--- src/design/nvsq_pkg.sv ---
// Package for the nonvolatile save/reload host sequencer
package nvsq_pkg;
    localparam int        ADDR_W      = 15;
    localparam int        DATA_W      = 8;
    localparam int        MATCH_W     = 14;
    localparam logic [13:0] SEQ_A1    = 14'h0e38;
    localparam logic [13:0] SEQ_A2    = 14'h31c7;
    localparam logic [13:0] SEQ_A3    = 14'h03e0;
    localparam logic [13:0] SEQ_A4    = 14'h3c1f;
    localparam logic [13:0] SEQ_A5    = 14'h303f;
    localparam logic [13:0] SEQ_SAVE  = 14'h0fc0;
    localparam logic [13:0] SEQ_LOAD  = 14'h0c63;
    localparam int        CLK_MHZ     = 40;
    // Cycle phase lengths on the parallel bus (clock cycles)
    localparam logic [3:0] SETUP_CYC  = 4'h2;
    localparam logic [3:0] STROBE_CYC = 4'h3;
    localparam logic [3:0] HOLD_CYC   = 4'h2;
    // Save and reload busy times in microseconds
    localparam int        SAVE_TIME_US   = 10000;
    localparam int        RELOAD_TIME_US = 20;
    localparam int        POWERUP_RELOAD_TIME_US = 20000;
    localparam int        SAVE_CYC    = SAVE_TIME_US * CLK_MHZ;
    localparam int        RELOAD_CYC  = RELOAD_TIME_US * CLK_MHZ;
    localparam int        PUP_CYC     = POWERUP_RELOAD_TIME_US * CLK_MHZ;

    typedef enum logic [1:0] {
        NVSQ_OP_READ   = 2'b00,
        NVSQ_OP_WRITE  = 2'b01,
        NVSQ_OP_SAVE   = 2'b10,
        NVSQ_OP_RELOAD = 2'b11
    } nvsq_op_t;

    typedef struct packed {
        nvsq_op_t          op;
        logic [ADDR_W-1:0] addr;
        logic [DATA_W-1:0] wdata;
    } nvsq_req_t;

    typedef struct packed {
        logic              chip_sel_n;
        logic              write_n;
        logic              out_drive_n;
        logic [ADDR_W-1:0] address_lines;
    } nvsq_bus_t;
endpackage : nvsq_pkg

--- src/design/nvsq_host.sv ---
// Host-side controller driving the nonvolatile SRAM over its parallel pins
// ==========================================================================
// What this block does
// - Never hold write when powerup reload ends
// - Save: five key reads then 0x0FC0
// - Reload: five key reads then 0x0C63
// - Write strobe stays high for sequences
`timescale 1ns/1ps
module nvsq_host #(
    parameter int SAVE_CYCLES   = nvsq_pkg::SAVE_CYC,
    parameter int RELOAD_CYCLES = nvsq_pkg::RELOAD_CYC,
    parameter int PUP_CYCLES    = nvsq_pkg::PUP_CYC
) (
    input  wire logic                         sys_clk_in,
    input  wire logic                         reset_in,
    input  wire logic                         clk_en_in,
    input  wire logic                         req_valid_in,
    input  wire nvsq_pkg::nvsq_req_t          req_in,
    input  wire logic                         holdup_low_in,
    input  wire logic [nvsq_pkg::DATA_W-1:0]  data_lines_in,
    output logic                              req_ready_out,
    output logic                              rsp_valid_out,
    output logic [nvsq_pkg::DATA_W-1:0]       rsp_data_out,
    output logic                              rsp_refused_out,
    output nvsq_pkg::nvsq_bus_t               bus_out,
    output logic [nvsq_pkg::DATA_W-1:0]       data_lines_out,
    output logic                              data_lines_oe_out
);
    typedef enum logic [2:0] {
        NVSQ_S_PUP    = 3'b000,
        NVSQ_S_IDLE   = 3'b001,
        NVSQ_S_SETUP  = 3'b010,
        NVSQ_S_STROBE = 3'b011,
        NVSQ_S_HOLD   = 3'b100,
        NVSQ_S_BUSY   = 3'b101
    } nvsq_state_t;

    // Phase counter, sequence step and the latched request
    nvsq_state_t        state;
    nvsq_pkg::nvsq_op_t op;
    logic [3:0]         phase;
    logic [2:0]         step;
    logic [31:0]        wait_cnt;
    logic [nvsq_pkg::ADDR_W-1:0] cur_addr;
    logic [nvsq_pkg::DATA_W-1:0] cur_wdata;

    // ==========================================================================
    // Sequence helpers
    // Address of sequence step 0..5; top bit driven low, device ignores it
    function automatic logic [nvsq_pkg::ADDR_W-1:0] seq_addr(
        input logic [2:0] idx, input nvsq_pkg::nvsq_op_t o);
        logic [13:0] a;
        a = nvsq_pkg::SEQ_A1;
        case (idx)
            3'h0:    a = nvsq_pkg::SEQ_A1;
            3'h1:    a = nvsq_pkg::SEQ_A2;
            3'h2:    a = nvsq_pkg::SEQ_A3;
            3'h3:    a = nvsq_pkg::SEQ_A4;
            3'h4:    a = nvsq_pkg::SEQ_A5;
            default: a = (o == nvsq_pkg::NVSQ_OP_SAVE) ? nvsq_pkg::SEQ_SAVE
                                                       : nvsq_pkg::SEQ_LOAD;
        endcase
        return {1'b0, a};
    endfunction : seq_addr

    // Save and reload are the two operations that become six-read sequences
    function automatic logic is_seq(input nvsq_pkg::nvsq_op_t o);
        return o == nvsq_pkg::NVSQ_OP_SAVE || o == nvsq_pkg::NVSQ_OP_RELOAD;
    endfunction : is_seq

    // ==========================================================================
    // Sequencing
    // One request at a time; a save or reload runs its six reads back to back
    always_ff @(posedge sys_clk_in) begin
        if (reset_in) begin
            state           <= NVSQ_S_PUP;
            op              <= nvsq_pkg::NVSQ_OP_READ;
            phase           <= 4'h0;
            step            <= 3'h0;
            wait_cnt        <= 32'h0;
            cur_addr        <= '0;
            cur_wdata       <= '0;
            req_ready_out   <= 1'b0;
            rsp_valid_out   <= 1'b0;
            rsp_refused_out <= 1'b0;
            rsp_data_out    <= '0;
        end else if (clk_en_in) begin
            rsp_valid_out   <= 1'b0;
            rsp_refused_out <= 1'b0;
            case (state)
                NVSQ_S_PUP: begin
                    // Bus held deselected, strobe high, for the whole reload
                    // Ready stays low, so no request is taken before the device can serve it
                    if (wait_cnt >= 32'(PUP_CYCLES - 1)) begin
                        state         <= NVSQ_S_IDLE;
                        wait_cnt      <= 32'h0;
                        req_ready_out <= 1'b1;
                    end else begin
                        wait_cnt <= wait_cnt + 32'h1;
                    end
                end
                NVSQ_S_IDLE: begin
                    if (req_valid_in) begin
                        req_ready_out <= 1'b0;
                        // Low holdup: device would drop it, so refuse here
                        if (holdup_low_in && (req_in.op == nvsq_pkg::NVSQ_OP_WRITE ||
                                              req_in.op == nvsq_pkg::NVSQ_OP_SAVE)) begin
                            rsp_valid_out   <= 1'b1;
                            rsp_refused_out <= 1'b1;
                            req_ready_out   <= 1'b1;
                        end else begin
                            // Saves go out whether or not anything was written; only the
                            // device's own power-loss save is skipped when nothing changed
                            op        <= req_in.op;
                            step      <= 3'h0;
                            cur_wdata <= req_in.wdata;
                            cur_addr  <= is_seq(req_in.op) ? seq_addr(3'h0, req_in.op)
                                                           : req_in.addr;
                            phase     <= 4'h0;
                            state     <= NVSQ_S_SETUP;
                        end
                    end
                end
                NVSQ_S_SETUP: begin
                    if (phase == nvsq_pkg::SETUP_CYC - 4'h1) begin
                        phase <= 4'h0;
                        state <= NVSQ_S_STROBE;
                    end else begin
                        phase <= phase + 4'h1;
                    end
                end
                NVSQ_S_STROBE: begin
                    if (phase == nvsq_pkg::STROBE_CYC - 4'h1) begin
                        phase <= 4'h0;
                        state <= NVSQ_S_HOLD;
                        // Last strobe cycle: the device has driven the lines for one cycle
                        if (op == nvsq_pkg::NVSQ_OP_READ) begin
                            rsp_data_out <= data_lines_in;
                        end
                    end else begin
                        phase <= phase + 4'h1;
                    end
                end
                NVSQ_S_HOLD: begin
                    if (phase == nvsq_pkg::HOLD_CYC - 4'h1) begin
                        phase <= 4'h0;
                        // Next step follows at once: nothing may intervene
                        if (is_seq(op) && step != 3'h5) begin
                            step     <= step + 3'h1;
                            cur_addr <= seq_addr(step + 3'h1, op);
                            state    <= NVSQ_S_SETUP;
                        end else if (is_seq(op)) begin
                            state    <= NVSQ_S_BUSY;
                            wait_cnt <= 32'h0;
                        end else begin
                            rsp_valid_out <= 1'b1;
                            req_ready_out <= 1'b1;
                            state         <= NVSQ_S_IDLE;
                        end
                    end else begin
                        phase <= phase + 4'h1;
                    end
                end
                NVSQ_S_BUSY: begin
                    // Device ignores the bus until its busy time is over
                    // Erase and program, or clear and copy, run inside the device meanwhile
                    if (wait_cnt >= 32'((op == nvsq_pkg::NVSQ_OP_SAVE) ? SAVE_CYCLES - 1
                                                                  : RELOAD_CYCLES - 1)) begin
                        rsp_valid_out <= 1'b1;
                        req_ready_out <= 1'b1;
                        state         <= NVSQ_S_IDLE;
                    end else begin
                        wait_cnt <= wait_cnt + 32'h1;
                    end
                end
                default: state <= NVSQ_S_PUP;
            endcase
        end
    end

    // ==========================================================================
    // Pin drive, all registered
    // Write data is driven from strobe through hold so it outlasts the strobe edge,
    // and pins follow the state one cycle later
    logic strobe_now;
    logic wr_drive;
    assign strobe_now = (state == NVSQ_S_STROBE);
    assign wr_drive   = (state == NVSQ_S_STROBE || state == NVSQ_S_HOLD) &&
                        op == nvsq_pkg::NVSQ_OP_WRITE;

    always_ff @(posedge sys_clk_in) begin
        if (reset_in) begin
            bus_out           <= '{chip_sel_n: 1'b1, write_n: 1'b1, out_drive_n: 1'b1,
                                   address_lines: '0};
            data_lines_out    <= '0;
            data_lines_oe_out <= 1'b0;
        end else if (clk_en_in) begin
            bus_out.address_lines <= cur_addr;
            data_lines_out        <= cur_wdata;
            // Select low only in the strobe phase, after the address has settled for
            // two cycles, so select alone times each sequence read; plain reads pulse output drive with it
            bus_out.chip_sel_n  <= !strobe_now;
            bus_out.write_n     <= !(strobe_now && op == nvsq_pkg::NVSQ_OP_WRITE);
            bus_out.out_drive_n <= !(strobe_now && op == nvsq_pkg::NVSQ_OP_READ);
            data_lines_oe_out   <= wr_drive;
        end
    end
endmodule : nvsq_host

--- config.mk ---
export PLATFORM = sky130hd
export DESIGN_NAME = nvsq_host
export DESIGN_NICKNAME = d
export VERILOG_FILES = /design/src/design/nvsq_pkg.sv /design/src/design/nvsq_host.sv
export SDC_FILE = /design/constraint.sdc
export NUM_CORES = 1
export LEC_CHECK = 0
export BUFFER_PORTS_ARGS = -buffer_cell sky130_fd_sc_hd__buf_2
export CAP_MARGIN = 30
export CORE_MARGIN = 2
export CORE_UTILIZATION = 40
export CTS_CLUSTER_SIZE = 24
export DETAILED_ROUTE_END_ITERATION = 12
export HOLD_SLACK_MARGIN = 0.12
export PLACE_DENSITY = 0.68
export SLEW_MARGIN = 0
export SYNTH_ARGS = -nofsm -noshare
export SYNTH_HDL_FRONTEND = slang
export SYNTH_SLANG_ARGS = --single-unit
--- constraint.sdc ---
create_clock -name sys_clk_in -period 5.5 [get_ports sys_clk_in]
set_clock_uncertainty 0.15 [all_clocks]
set_input_delay 1.1 -clock sys_clk_in [delete_from_list [all_inputs] [get_ports sys_clk_in]]
set_output_delay 1.1 -clock sys_clk_in [all_outputs]
set_load 0.1 [all_outputs]
After elaboration in Yosys (flattened, before gate mapping)
Cells that the tools add are included.
{ "op_classes": {"addsub": 3, "magnitude_cmp": 2, "n_eq_ne": 30, "mux": 50, "bitwise_logic": 1, "n_reduce_logical": 27} }
{ "ops": {"columns": ["op", "n"], "rows": [
  ["$mux 32", 5],
  ["$pmux 32 s3", 1],
  ["$mux 15", 5],
  ["$pmux 14 s5", 1],
  ["$mux 3", 13],
  ["$add 32x1->32 const B", 1],
  ["$ge 32x19->1", 1],
  ["$ge 32x20->1 const B", 1],
  ["$pmux 15 s2", 1],
  ["$ne 2x2->1 const B", 11],
  ["$mux 19", 1],
  ["$pmux 3 s6", 1],
  ["$mux 4", 4],
  ["$reduce_and 8->1", 2],
  ["$mux 1", 13],
  ["$eq 3x2->1 const B", 4],
  ["$pmux 4 s3", 1],
  ["$reduce_and 4->1", 3],
  ["$reduce_and 6->1", 2],
  ["$mux 10", 1],
  ["$eq 3x3->1 const B", 3],
  ["$eq 2x2->1 const B", 4],
  ["$eq 3x1->1 const B", 2],
  ["$logic_not 3->1", 2],
  ["other kinds (19)", 30]
]} }
{ "word_totals": {"reg_bits": 105, "input_bits": 38, "output_inout_bits": 38, "elab_cells": 130} }

Depth between registers and ports, before layout
Gate-level depths: netlist of run 1.
{ "depth": {"depth_word": 6, "ltp_mapped": 12, "ltp_nobuf": 9} }

Worst setup path before layout of run 1
OpenSTA, ideal clock, no wires.
{ "synth_timing": {"kind": "in2reg", "startpoint": "in req_in[23] (netlist bit)", "endpoint": "reg cur_wdata[1] (netlist bit)", "setup_ps": 128, "t_arrival_ps": 2594, "required_time_ps": 5222, "path_slack_ps": 2629, "cell_stages": 10, "path_buffers": 2, "path_cell_list": "inv_1 ha_1 nor2b_1 nand2b_1 and3_1 clkbuf_1 nand3_1 buf_2 mux2i_1 nor2_1"} }
{ "synth_between": {"elab_chain_cells": 5, "word_cells_on_any_way": 6, "classes_between": "eq/ne (2); bitwise (1); reduce/logical (3)"} }
{ "synth_lines": {"columns": ["item", "line", "rtl"], "rows": [
  ["start, declared", "nvsq_host.sv:18", "input wire nvsq_pkg::nvsq_req_t req_in,"],
  ["$eq 2x1->1 / $eq 2x2->1 (equally long branches)", null, null],
  ["$logic_or 1x1->1 *", "nvsq_host.sv:106", "if (holdup_low_in && (req_in.op == nvsq_pkg::NVSQ_OP_WRITE ||"],
  ["$logic_and 1x1->1 *", "nvsq_host.sv:106", null],
  ["$not 1->1 (no source line) *", null, null],
  ["$reduce_and 4->1 (no source line) *", null, null],
  ["end signal, assigned", "nvsq_host.sv:116", "cur_wdata <= req_in.wdata;"],
  ["end, declared", "nvsq_host.sv:45", "logic [nvsq_pkg::DATA_W-1:0] cur_wdata;"]
]} }
Mark *: on every way between the ends. The rest lies on a longest branch, timed or not.
A chain may end at the register's enable or synchronous reset.

Worst setup path in the final report of run 1
{ "layout_timing": {"startpoint": "reg op[1]", "endpoint": "reg wait_cnt[13]"} }
{ "layout_between": {"elab_chain_cells": 5, "word_cells_on_any_way": 10, "classes_between": "order compare (1); eq/ne (5); mux (1); reduce/logical (3)"} }
{ "layout_lines": {"columns": ["item", "line", "rtl"], "rows": [
  ["start, declared", "nvsq_host.sv:40", "nvsq_pkg::nvsq_op_t op;"],
  ["start signal, assigned", "nvsq_host.sv:77", "op <= nvsq_pkg::NVSQ_OP_READ;"],
  ["start signal, assigned", "nvsq_host.sv:114", "op <= req_in.op;"],
  ["$eq 2x2->1 (on tied branches)", "nvsq_host.sv:68, nvsq_host.sv:167", null],
  ["$mux 19 / $logic_or 1x1->1 (equally long branches)", "nvsq_host.sv:167, nvsq_host.sv:68", null],
  ["$ge 32x19->1 / $logic_and 1x1->1 (equally long branches)", "nvsq_host.sv:167, nvsq_host.sv:148", null],
  ["$ne 2x2->1 (no source line)", null, null],
  ["$reduce_and 6->1 (no source line) *", null, null],
  ["end signal, assigned", "nvsq_host.sv:99", "wait_cnt <= wait_cnt + 32'h1;"],
  ["end signal, assigned", "nvsq_host.sv:173", "wait_cnt <= wait_cnt + 32'h1;"],
  ["end, declared", "nvsq_host.sv:43", "logic [31:0] wait_cnt;"]
]} }
Marked as above.

==> metrics.txt, run 1 <==
status finished, final reports clean; gr ovfl total 0; worst reg2reg endpoint wait_cnt[13]; CTS max path bufs 2; vias in the first global route approximately 4300; Finish-stage setup viols 0; async set-or-reset flop fraction in the synthesized netlist 0; gpl congestion 0.883; fmax about 270 MHz; Hold/Removal Path Class flip-flop to flip-flop; Port Buffers 75; Synth warnings 0; CP Buf/Inv Count 0; met1 Use GR 0.229; Slew Limit Fails 0; DIE HEIGHT 114 um; Slowest cell on crit path a21oi_1; WP data required 5.59 ns; initial antenna violation count 0; CTS tree done; drt wl/cell 14.4 um; Synth Instances approximately 570; Levels on crit path 9; Crit. Startpoint op[1]; crit path DAT about 3.8 ns; EDFF count, synth 0; Sink Count 105; distinct cell type count after synthesis approximately 60; P_leak roughly 2.5 nW; met3 global-route usage 0.0492; setup TNS 0 ns; crit end category flip-flop; via/cell ratio between 5 and 6; Final Critical Period 3.75 ns; Worst setup SP type flip-flop; Seq/Total Area, Yosys 0.430; Root Driver clkbuf_16; reg2reg path depth 9; syn avg cell area 8.64 um2; final WL approximately 11000 um; Post-Syn Nets 618; pin count of the biggest net entering global routing 87; total core area ~12000 um2; post-CTS setup buffer count 0; fill count between 1000 and 1500; WS Path Type flip-flop to flip-flop; iteration-0 DRC count of the detailed router 296; worst setup margin between 1.5 and 2 ns; DRC viols 0; Resized Gates After CTS 0; Critical R2R Launch op[1]; Rows 40; mux cell area share after synthesis 0.101; # H-tree levels 3; busiest metal layer after global routing met2; Horiz. Die Dim between 100 and 150 um; DRT Pass-1 Iters 5; P per Cell Area about 260 nW/um2; TritonCTS Buffers 9; Max-Cap Viols 0; first-pass GRT wire length roughly 20000 um; via count roughly 4300; IO Pins 76; Synth Area in Simple Gates 0.248; combinational family with the most area after synthesis simple AND/OR/NAND/NOR gates; Worst-Skew Late Latency around 0.34 ns; RSZ-0062 raised after global routing no; M2 GR Usage 0.294; fin crit share 0.682; final core occ 0.475; synthesis-to-finish area growth 16.3%; CP Max Fanout 11; R2R Setup Slk 1.75 ns; area of the mapped netlist 4880 um2; IR drop worst, VDD approximately 0.14 mV; post-route ant nets 0; crit-path cells nand2b_1 -> ha_1 -> a211oi_1 -> o21ai_0 -> a311o_1 -> a41o_2 -> a21oi_1 -> o21ai_0 -> a32o_1; Synth Register Bits ~110; Post-Synth XOR/XNOR Area 0.00359; top_reg_cell synth dfxtp_1; adder-cell share of the synthesized area 0.0384; post-synthesis compound-gate area fraction 0.144; final hold viol count 0; die area 13100 um2; slowest stage delay, CP ~0.76 ns; hpwl dp 8010 um; critical path capture point wait_cnt[13]; gr usage total 0.180; Worst Max-Slew Pin Slew between 0.9 and 1 ns; share of post-route cells with drive strength above 1 0.164; pre-CTS setup slack 1.70 ns; nets@finish 676; ANT cells 0; Max-slew headroom 0.364; critical path's most frequent cell o21ai_0; Worst-path clk slew ~0.07 ns; Starting Density 0.408; CTS hold repair buffers 0; CP delay by family, top compound AO/OA/AOI/OAI gates
## flip-flops by register name (all words and copies together), names as in the netlist, 2 cells and up
register,count
data_lines_out,8
rsp_data_out,8
cur_addr,15
cur_wdata,8
bus_out,18
step,3
state,3
phase,4
wait_cnt,32
op,2
## Yosys cell counts (6+ instances only)
master	instances	area [um2]
a211oi_1	11	82.6
or3_1	7	43.8
a21oi_1	31	155
buf_2	6	30.0
dfxtp_1	105	2100
inv_1	11	41.3
clkbuf_1	21	78.8
nand3_1	19	95.1
nor2_1	83	312
nor4_1	6	37.5
nor3b_1	7	52.6
and2_1	12	75.1
ha_1	15	188
nor2b_1	12	75.1
nand4_1	6	37.5
and3_1	7	43.8
o21ai_0	20	100
mux2i_1	46	460
nand2b_1	10	62.6
nand2_1	48	180
nor3_1	16	80.1
## worst register-to-register path, cell delays in order (launching register included)
cell and delay (ns):
dfxtp_1 0.47, nand2b_1 0.36, ha_1 0.43, a211oi_1 0.24, o21ai_0 0.14, a311o_1 0.28, a41o_2 0.34, a21oi_1 0.76
o21ai_0 0.22, a32o_1 0.26
## power breakdown
| group | switching [mW] | internal, mW |
|---|---|---|
| Sequential | 0.00137 | 0.760 |
| Combinational | 0.0367 | 0.0219 |
| Clock | 0.306 | 0.367 |
## cell type report
| cell class | instances | area [um2] | share of cell area |
|---|---|---|---|
| multi-input cells | 418 | 2620 | 0.462 |
| flip-flops and latches | 105 | 2100 | 0.370 |
| repair buffers | 78 | 405 | 0.0714 |
| clock buffers | 9 | 225 | 0.0397 |
| well taps | 147 | 184 | 0.0324 |
| clock inverters | 7 | 96.3 | 0.0170 |
| inverters | 11 | 41.3 | 0.00727 |
## layout by cell type, fill, tap and decap left out, types with 9 or more instances in the layout
cell type  instances
and2_1            12
nand2_1           48
nand2b_1          10
buf_2             75
nor2_1            83
nor3_1            16
dfxtp_1          105
inv_1             11
ha_1              15
a211oi_1          11
o21ai_0           20
mux2i_1           46
a21oi_1           31
nand3_1           19
nor2b_1           12
clkbuf_16          9
## worst min-delay path by stage
| stage | startpoint | to | slack [ns] | depth (start not counted) |
|---|---|---|---|---|
| after CTS | cur_addr[10] | cur_addr[10] | 0.30 | 2 |
| after global routing | cur_addr[10] | cur_addr[10] | 0.32 | 2 |
| after floorplan | cur_addr[14] | cur_addr[14] | 0.28 | 2 |
| final | cur_addr[10] | cur_addr[10] | 0.30 | 2 |
| after detailed placement | cur_addr[10] | cur_addr[10] | 0.29 | 2 |
| after global placement | cur_addr[11] | cur_addr[11] | 0.29 | 2 |
## metrics by stage
stage | power (mW) | instances | hold WS (ns) | cell area (um2)
after CTS | 1.51 | 775 | 0.304 | 5680
final | 1.49 | 775 | 0.304 | 5680
after global routing | 1.55 | 775 | 0.321 | 5680
after global placement | 0.836 | 758 | 0.293 | 5340
after detailed placement | 0.839 | 759 | 0.293 | 5360
after floorplan | 0.814 | 565 | 0.282 | 4880
## logic make-up after synthesis
kind of cell,count (synthesis)
AND/OR/NAND/NOR,247
AO/OA/AOI/OAI,105
flip-flops,105
multiplexers,49
buffers and inverters,42
adder cells (fa/ha/maj),15
XOR/XNOR,2
## layer usage
metal	up-vias	part of all wire
met4	0	0.020
met3	22	0.072
met5	-	0
met1	1997	0.45
li1	2123	-
met2	149	0.46
Power figures use the tool's default switching activity.
==> inputs of run 2 (changes only) <==
PLACE_DENSITY = 0.7   (was 0.68)
clock period = 3.4 ns   (was 5.5 ns; I/O delays follow)
==> run 2 against run 1 <==
Net effect:
- critical path depth is the same
- first-iteration DRC count is 28% lower
- count of clock-buffer cells in the layout increased by 1
- wire length is 1.7% higher
- fmax rose by 20%
- non-clock buffer count increased by 8
- register-to-register slack worse by 1.5 ns
- critical path type unchanged
- largest cell class unchanged
==> metrics.txt, run 2 (synthesis results as in run 1) <==
synthesis-to-finish area growth 17.9%; P per Cell Area between 400 and 500 nW/um2; Layout Cells excl Fill between 700 and 800; fin crit share 0.920; share of post-route cells with drive strength above 1 0.176; Worst-path clk slew 0.07 ns; RSZ-0062 raised after global routing no; Hold/Removal Path Class flip-flop to flip-flop; post-route ant nets 0; Root Driver clkbuf_16; commonest non-fill, non-tap cells in the layout 105 x dfxtp_1, 83 x nor2_1, 75 x buf_2; IO Pins 76; WP data required about 3.5 ns; commonest non-fill, non-tap cell in the layout dfxtp_1; DIE HEIGHT about 110 um; R2R Setup Slk between 0.2 and 0.3 ns; Slew Limit Fails 0; Max-Cap Viols 0; DRC viols 0; Port Buffers 75; final WL 11300 um; first-pass GRT wire length around 19000 um; Worst setup SP type flip-flop; nets@finish approximately 680; Rows 40; ANT cells 0; Horiz. Die Dim about 110 um; final core occ 0.481; P_leak approximately 2.5 nW; Crit. Startpoint op[0]; IR drop worst, VDD 0.287 mV; Worst-Skew Late Latency between 0.3 and 0.4 ns; hpwl dp roughly 8100 um; DRT Pass-1 Iters 4; pin count of the biggest net entering global routing 54; status finished, final reports clean; post-CTS setup buffer count 0; Cells after DPL roughly 770; CTS tree done; Sink Count roughly 110; Biggest register wait_cnt; die area between 10000 and 15000 um2; drt wl/cell ~14 um; crit end category flip-flop; via count between 4000 and 5000; critical path capture point wait_cnt[7]; reg2reg path depth 9; CTS max path bufs 2; setup TNS 0 ns; WS Path Type flip-flop to flip-flop; final hold viol count 0; crit path DAT 3.25 ns; TritonCTS Buffers 9; CP Max Fanout 15; iteration-0 DRC count of the detailed router approximately 210; Finish-stage setup viols 0; total core area 12000 um2; Largest regs wait_cnt: 32 flops, bus_out: 18 flops, cur_addr: 15 flops; gpl congestion between 0.8 and 0.9; via/cell ratio around 5.4; gr ovfl total 0; fmax roughly 320 MHz; Worst Max-Slew Pin Slew between 0.6 and 0.7 ns; Final Critical Period about 3.1 ns; vias in the first global route 4136; gr usage total 0.179; Starting Density 0.408; # H-tree levels 3; Max-slew headroom 0.581; initial antenna violation count 0; Critical R2R Launch op[0]; worst reg2reg endpoint wait_cnt[7]; max reg flops 32
run 2: how the worst min path moves through the flow:
stage / slack, ns / cells past startpoint / from / endpoint
6_report: 0.32 / 2 / cur_addr[14] / cur_addr[14]
5_1_grt: 0.32 / 2 / cur_addr[14] / cur_addr[14]
4_1_cts: 0.32 / 2 / cur_addr[14] / cur_addr[14]
3_5_place_dp: 0.31 / 2 / cur_addr[14] / cur_addr[14]
3_3_place_gp: 0.29 / 2 / cur_addr[14] / cur_addr[14]
2_1_floorplan: 0.28 / 2 / cur_addr[14] / cur_addr[14]
run 2: metal layers:
metal,GRT usage,vias to the layer above,routed length [um],part of all wire
li1,-,2142,-,-
met1,0.216,1980,5050,0.44
met2,0.301,101,5450,0.48
met3,0.0492,12,706,0.062
met4,0.0707,0,144,0.013
met5,0,-,0,0
run 2: area by class of cell:
type	count	area, um2
fill	1105	6200
clock buffer	10	239
multi-input combinational	418	2630
inverter	11	41.3
timing repair buffer	86	470
clock inverter	6	95.1
sequential	105	2100
tap	147	184
run 2: critical path: stages, from the launching register on:
cell and delay [ns]:
dfxtp_1 0.34, nand2b_2 0.27, ha_1 0.33, a211oi_1 0.23
o21ai_0 0.12, a311o_1 0.27, a41o_2 0.33, a21o_1 0.36
or4_1 0.52, a21boi_1 0.14
run 2: report_power, final:
group,internal [mW],switching [mW],total (mW)
Clock,0.675,0.470,1.14
Sequential,1.23,0.00215,1.23
Combinational,0.0389,0.0603,0.0992
run 2: through the flow:
| stage | hold WS, ns | cell area, um2 | setup slack, ns | power (mW) |
|---|---|---|---|---|
| 6_report | 0.319 | 5760 | 0.273 | 2.48 |
| 5_1_grt | 0.323 | 5760 | 0.0944 | 2.56 |
| 4_1_cts | 0.318 | 5760 | 0.193 | 2.49 |
| 3_5_place_dp | 0.307 | 5420 | 0.190 | 1.36 |
| 3_3_place_gp | 0.293 | 5420 | 0.344 | 1.36 |
| 2_1_floorplan | 0.282 | 4880 | 0.540 | 1.32 |
run 2: what timing repair did:
item,in CTS,in global routing
endpoints found under the setup margin,0,1
hold buffers,0,0
gates resized for setup,0,1
==> inputs of run 3 (changes only) <==
BUFFER_PORTS_ARGS = not set   (was -buffer_cell sky130_fd_sc_hd__buf_2)
DONT_BUFFER_PORTS = 1   (was not set)
PLACE_DENSITY = 0.64   (was 0.7)
==> run 3 against run 2 <==
Net effect:
- flip-flop and latch count did not move
- critical endpoint unchanged
- fmax fell by 0.81%
- count of clock-buffer cells in the layout stayed put
- highest routed layer unchanged
- clock power shrank 8%
- final area down 7.4%
- worst hold slack worse by 0.053 ns
==> metrics.txt, run 3 (synthesis results as in run 1) <==
fin crit share 0.927; Final Critical Period roughly 3.2 ns; Placed Instance Area 5030 um2; commonest non-fill, non-tap cell in the layout dfxtp_1; Finish-stage setup viols 0; total core area 12000 um2; hold slack 0.266 ns; Hold/Removal Path Class input port to flip-flop; initial antenna violation count 0; worst setup margin 0.247 ns; crit-path cells nand2b_1 -> buf_4 -> ha_1 -> a211oi_1 -> o21ai_0 -> a311o_1 -> a41o_2 -> a21o_1 -> or4_1 -> a21boi_1; hpwl dp 7910 um; P per Cell Area 438 nW/um2; max reg flops 32; drt wl/cell around 16 um; Worst Max-Slew Pin Slew around 1.0 ns; RSZ-0062 raised after global routing no; Layout Cells excl Fill 709; crit end category flip-flop; TritonCTS Buffers 9; Biggest register wait_cnt; via/cell ratio between 5 and 6; setup TNS 0 ns; IR drop worst, VDD about 0.26 mV; vias in the first global route slightly below 4000; nets@finish roughly 600; gr usage total 0.179; CP Max Fanout 15; Port Buffers 0; share of post-route cells with drive strength above 1 0.0605; gpl congestion between 0.8 and 0.9; ANT cells 0; slowest stage delay, CP 0.52 ns; post-CTS setup buffer count 0; P_leak roughly 2.2 nW; Starting Density 0.408; via count about 4000; iteration-0 DRC count of the detailed router 150; Root Driver clkbuf_16; CTS hold repair buffers 0; IO Pins 76; commonest non-fill, non-tap cells in the layout 105 x dfxtp_1, 83 x nor2_1, 48 x nand2_1; DRT Pass-1 Iters 5; final WL 11300 um; crit path DAT roughly 3.3 ns; final hold viol count 0; pin count of the biggest net entering global routing between 80 and 90; WS Path Type flip-flop to flip-flop; Horiz. Die Dim 114 um; Sink Count approximately 110; CTS tree done; die area ~13000 um2; status finished, final reports clean; Worst setup SP type flip-flop; CTS max path bufs 2; Worst-Skew Late Latency around 0.34 ns; final instance area 5330 um2; fmax 317 MHz; WP data required 3.52 ns; Largest regs wait_cnt: 32 flops, bus_out: 18 flops, cur_addr: 15 flops; Slew Limit Fails 0; DIE HEIGHT ~110 um; Worst-path clk slew 0.07 ns; Resized Gates After CTS 0; # H-tree levels 3; Max-slew headroom 0.315; Rows 40; DRC viols 0; synthesis-to-finish area growth 9.17%; Slowest cell on crit path or4_1; post-route ant nets 0; Cells after DPL ~700; Max-Cap Viols 0; first-pass GRT wire length 19100 um; pre-CTS setup slack between 0.2 and 0.25 ns; fill count roughly 1200; gr ovfl total 0
run 3: metal layers:
layer	GRT usage	up-vias	share of wire
li1	-	1990	-
met1	0.222	1874	0.44
met2	0.294	116	0.47
met3	0.0588	18	0.075
met4	0.0593	0	0.017
met5	0	-	0
run 3: area by class of cell:
type | count | area, um2 | share of cell area
clock buffers | 10 | 229 | 0.0429
clock inverters | 6 | 72.6 | 0.0136
inverters | 11 | 41.3 | 0.00774
multi-input cells | 418 | 2620 | 0.491
flip-flops and latches | 105 | 2100 | 0.394
well taps | 147 | 184 | 0.0345
repair buffers | 12 | 86.3 | 0.0162
run 3: power breakdown:
part,leakage (nW),switching (mW),total (mW),internal (mW)
combinational,1.17,0.0277,0.0487,0.0210
clock,0.149,0.472,1.05,0.582
sequential,0.846,0.00215,1.23,1.23
run 3: path summary, 6_finish.rpt:
check | startpoint | endpoint | slack, ns | depth (start not counted)
max | op[0] | wait_cnt[7] | 0.25 | 10
min reg2reg | cur_addr[10] | cur_addr[10] | 0.30 | 2
max reg2reg | op[0] | wait_cnt[7] | 0.25 | 10
min | reset_in | wait_cnt[12] | 0.27 | 1
run 3: critical path, delay by kind of cell (launching register included):
family / cells / cell delay, ns
DFF: 1 / 0.33
and+or+nand+nor: 2 / 0.80
AOI/OAI and AO/OA: 6 / 1.39
adders and majority gates: 1 / 0.17
buffers and inverters: 1 / 0.23
run 3: stage by stage:
| stage | power, mW | utilization |
|---|---|---|
| 3_3_place_gp | 1.31 | 0.420 |
| 2_1_floorplan | 1.32 | - |
| 3_5_place_dp | 1.31 | 0.420 |
| 4_1_cts | 2.36 | 0.445 |
| 6_report | 2.34 | 0.446 |
| 5_1_grt | 2.41 | 0.446 |
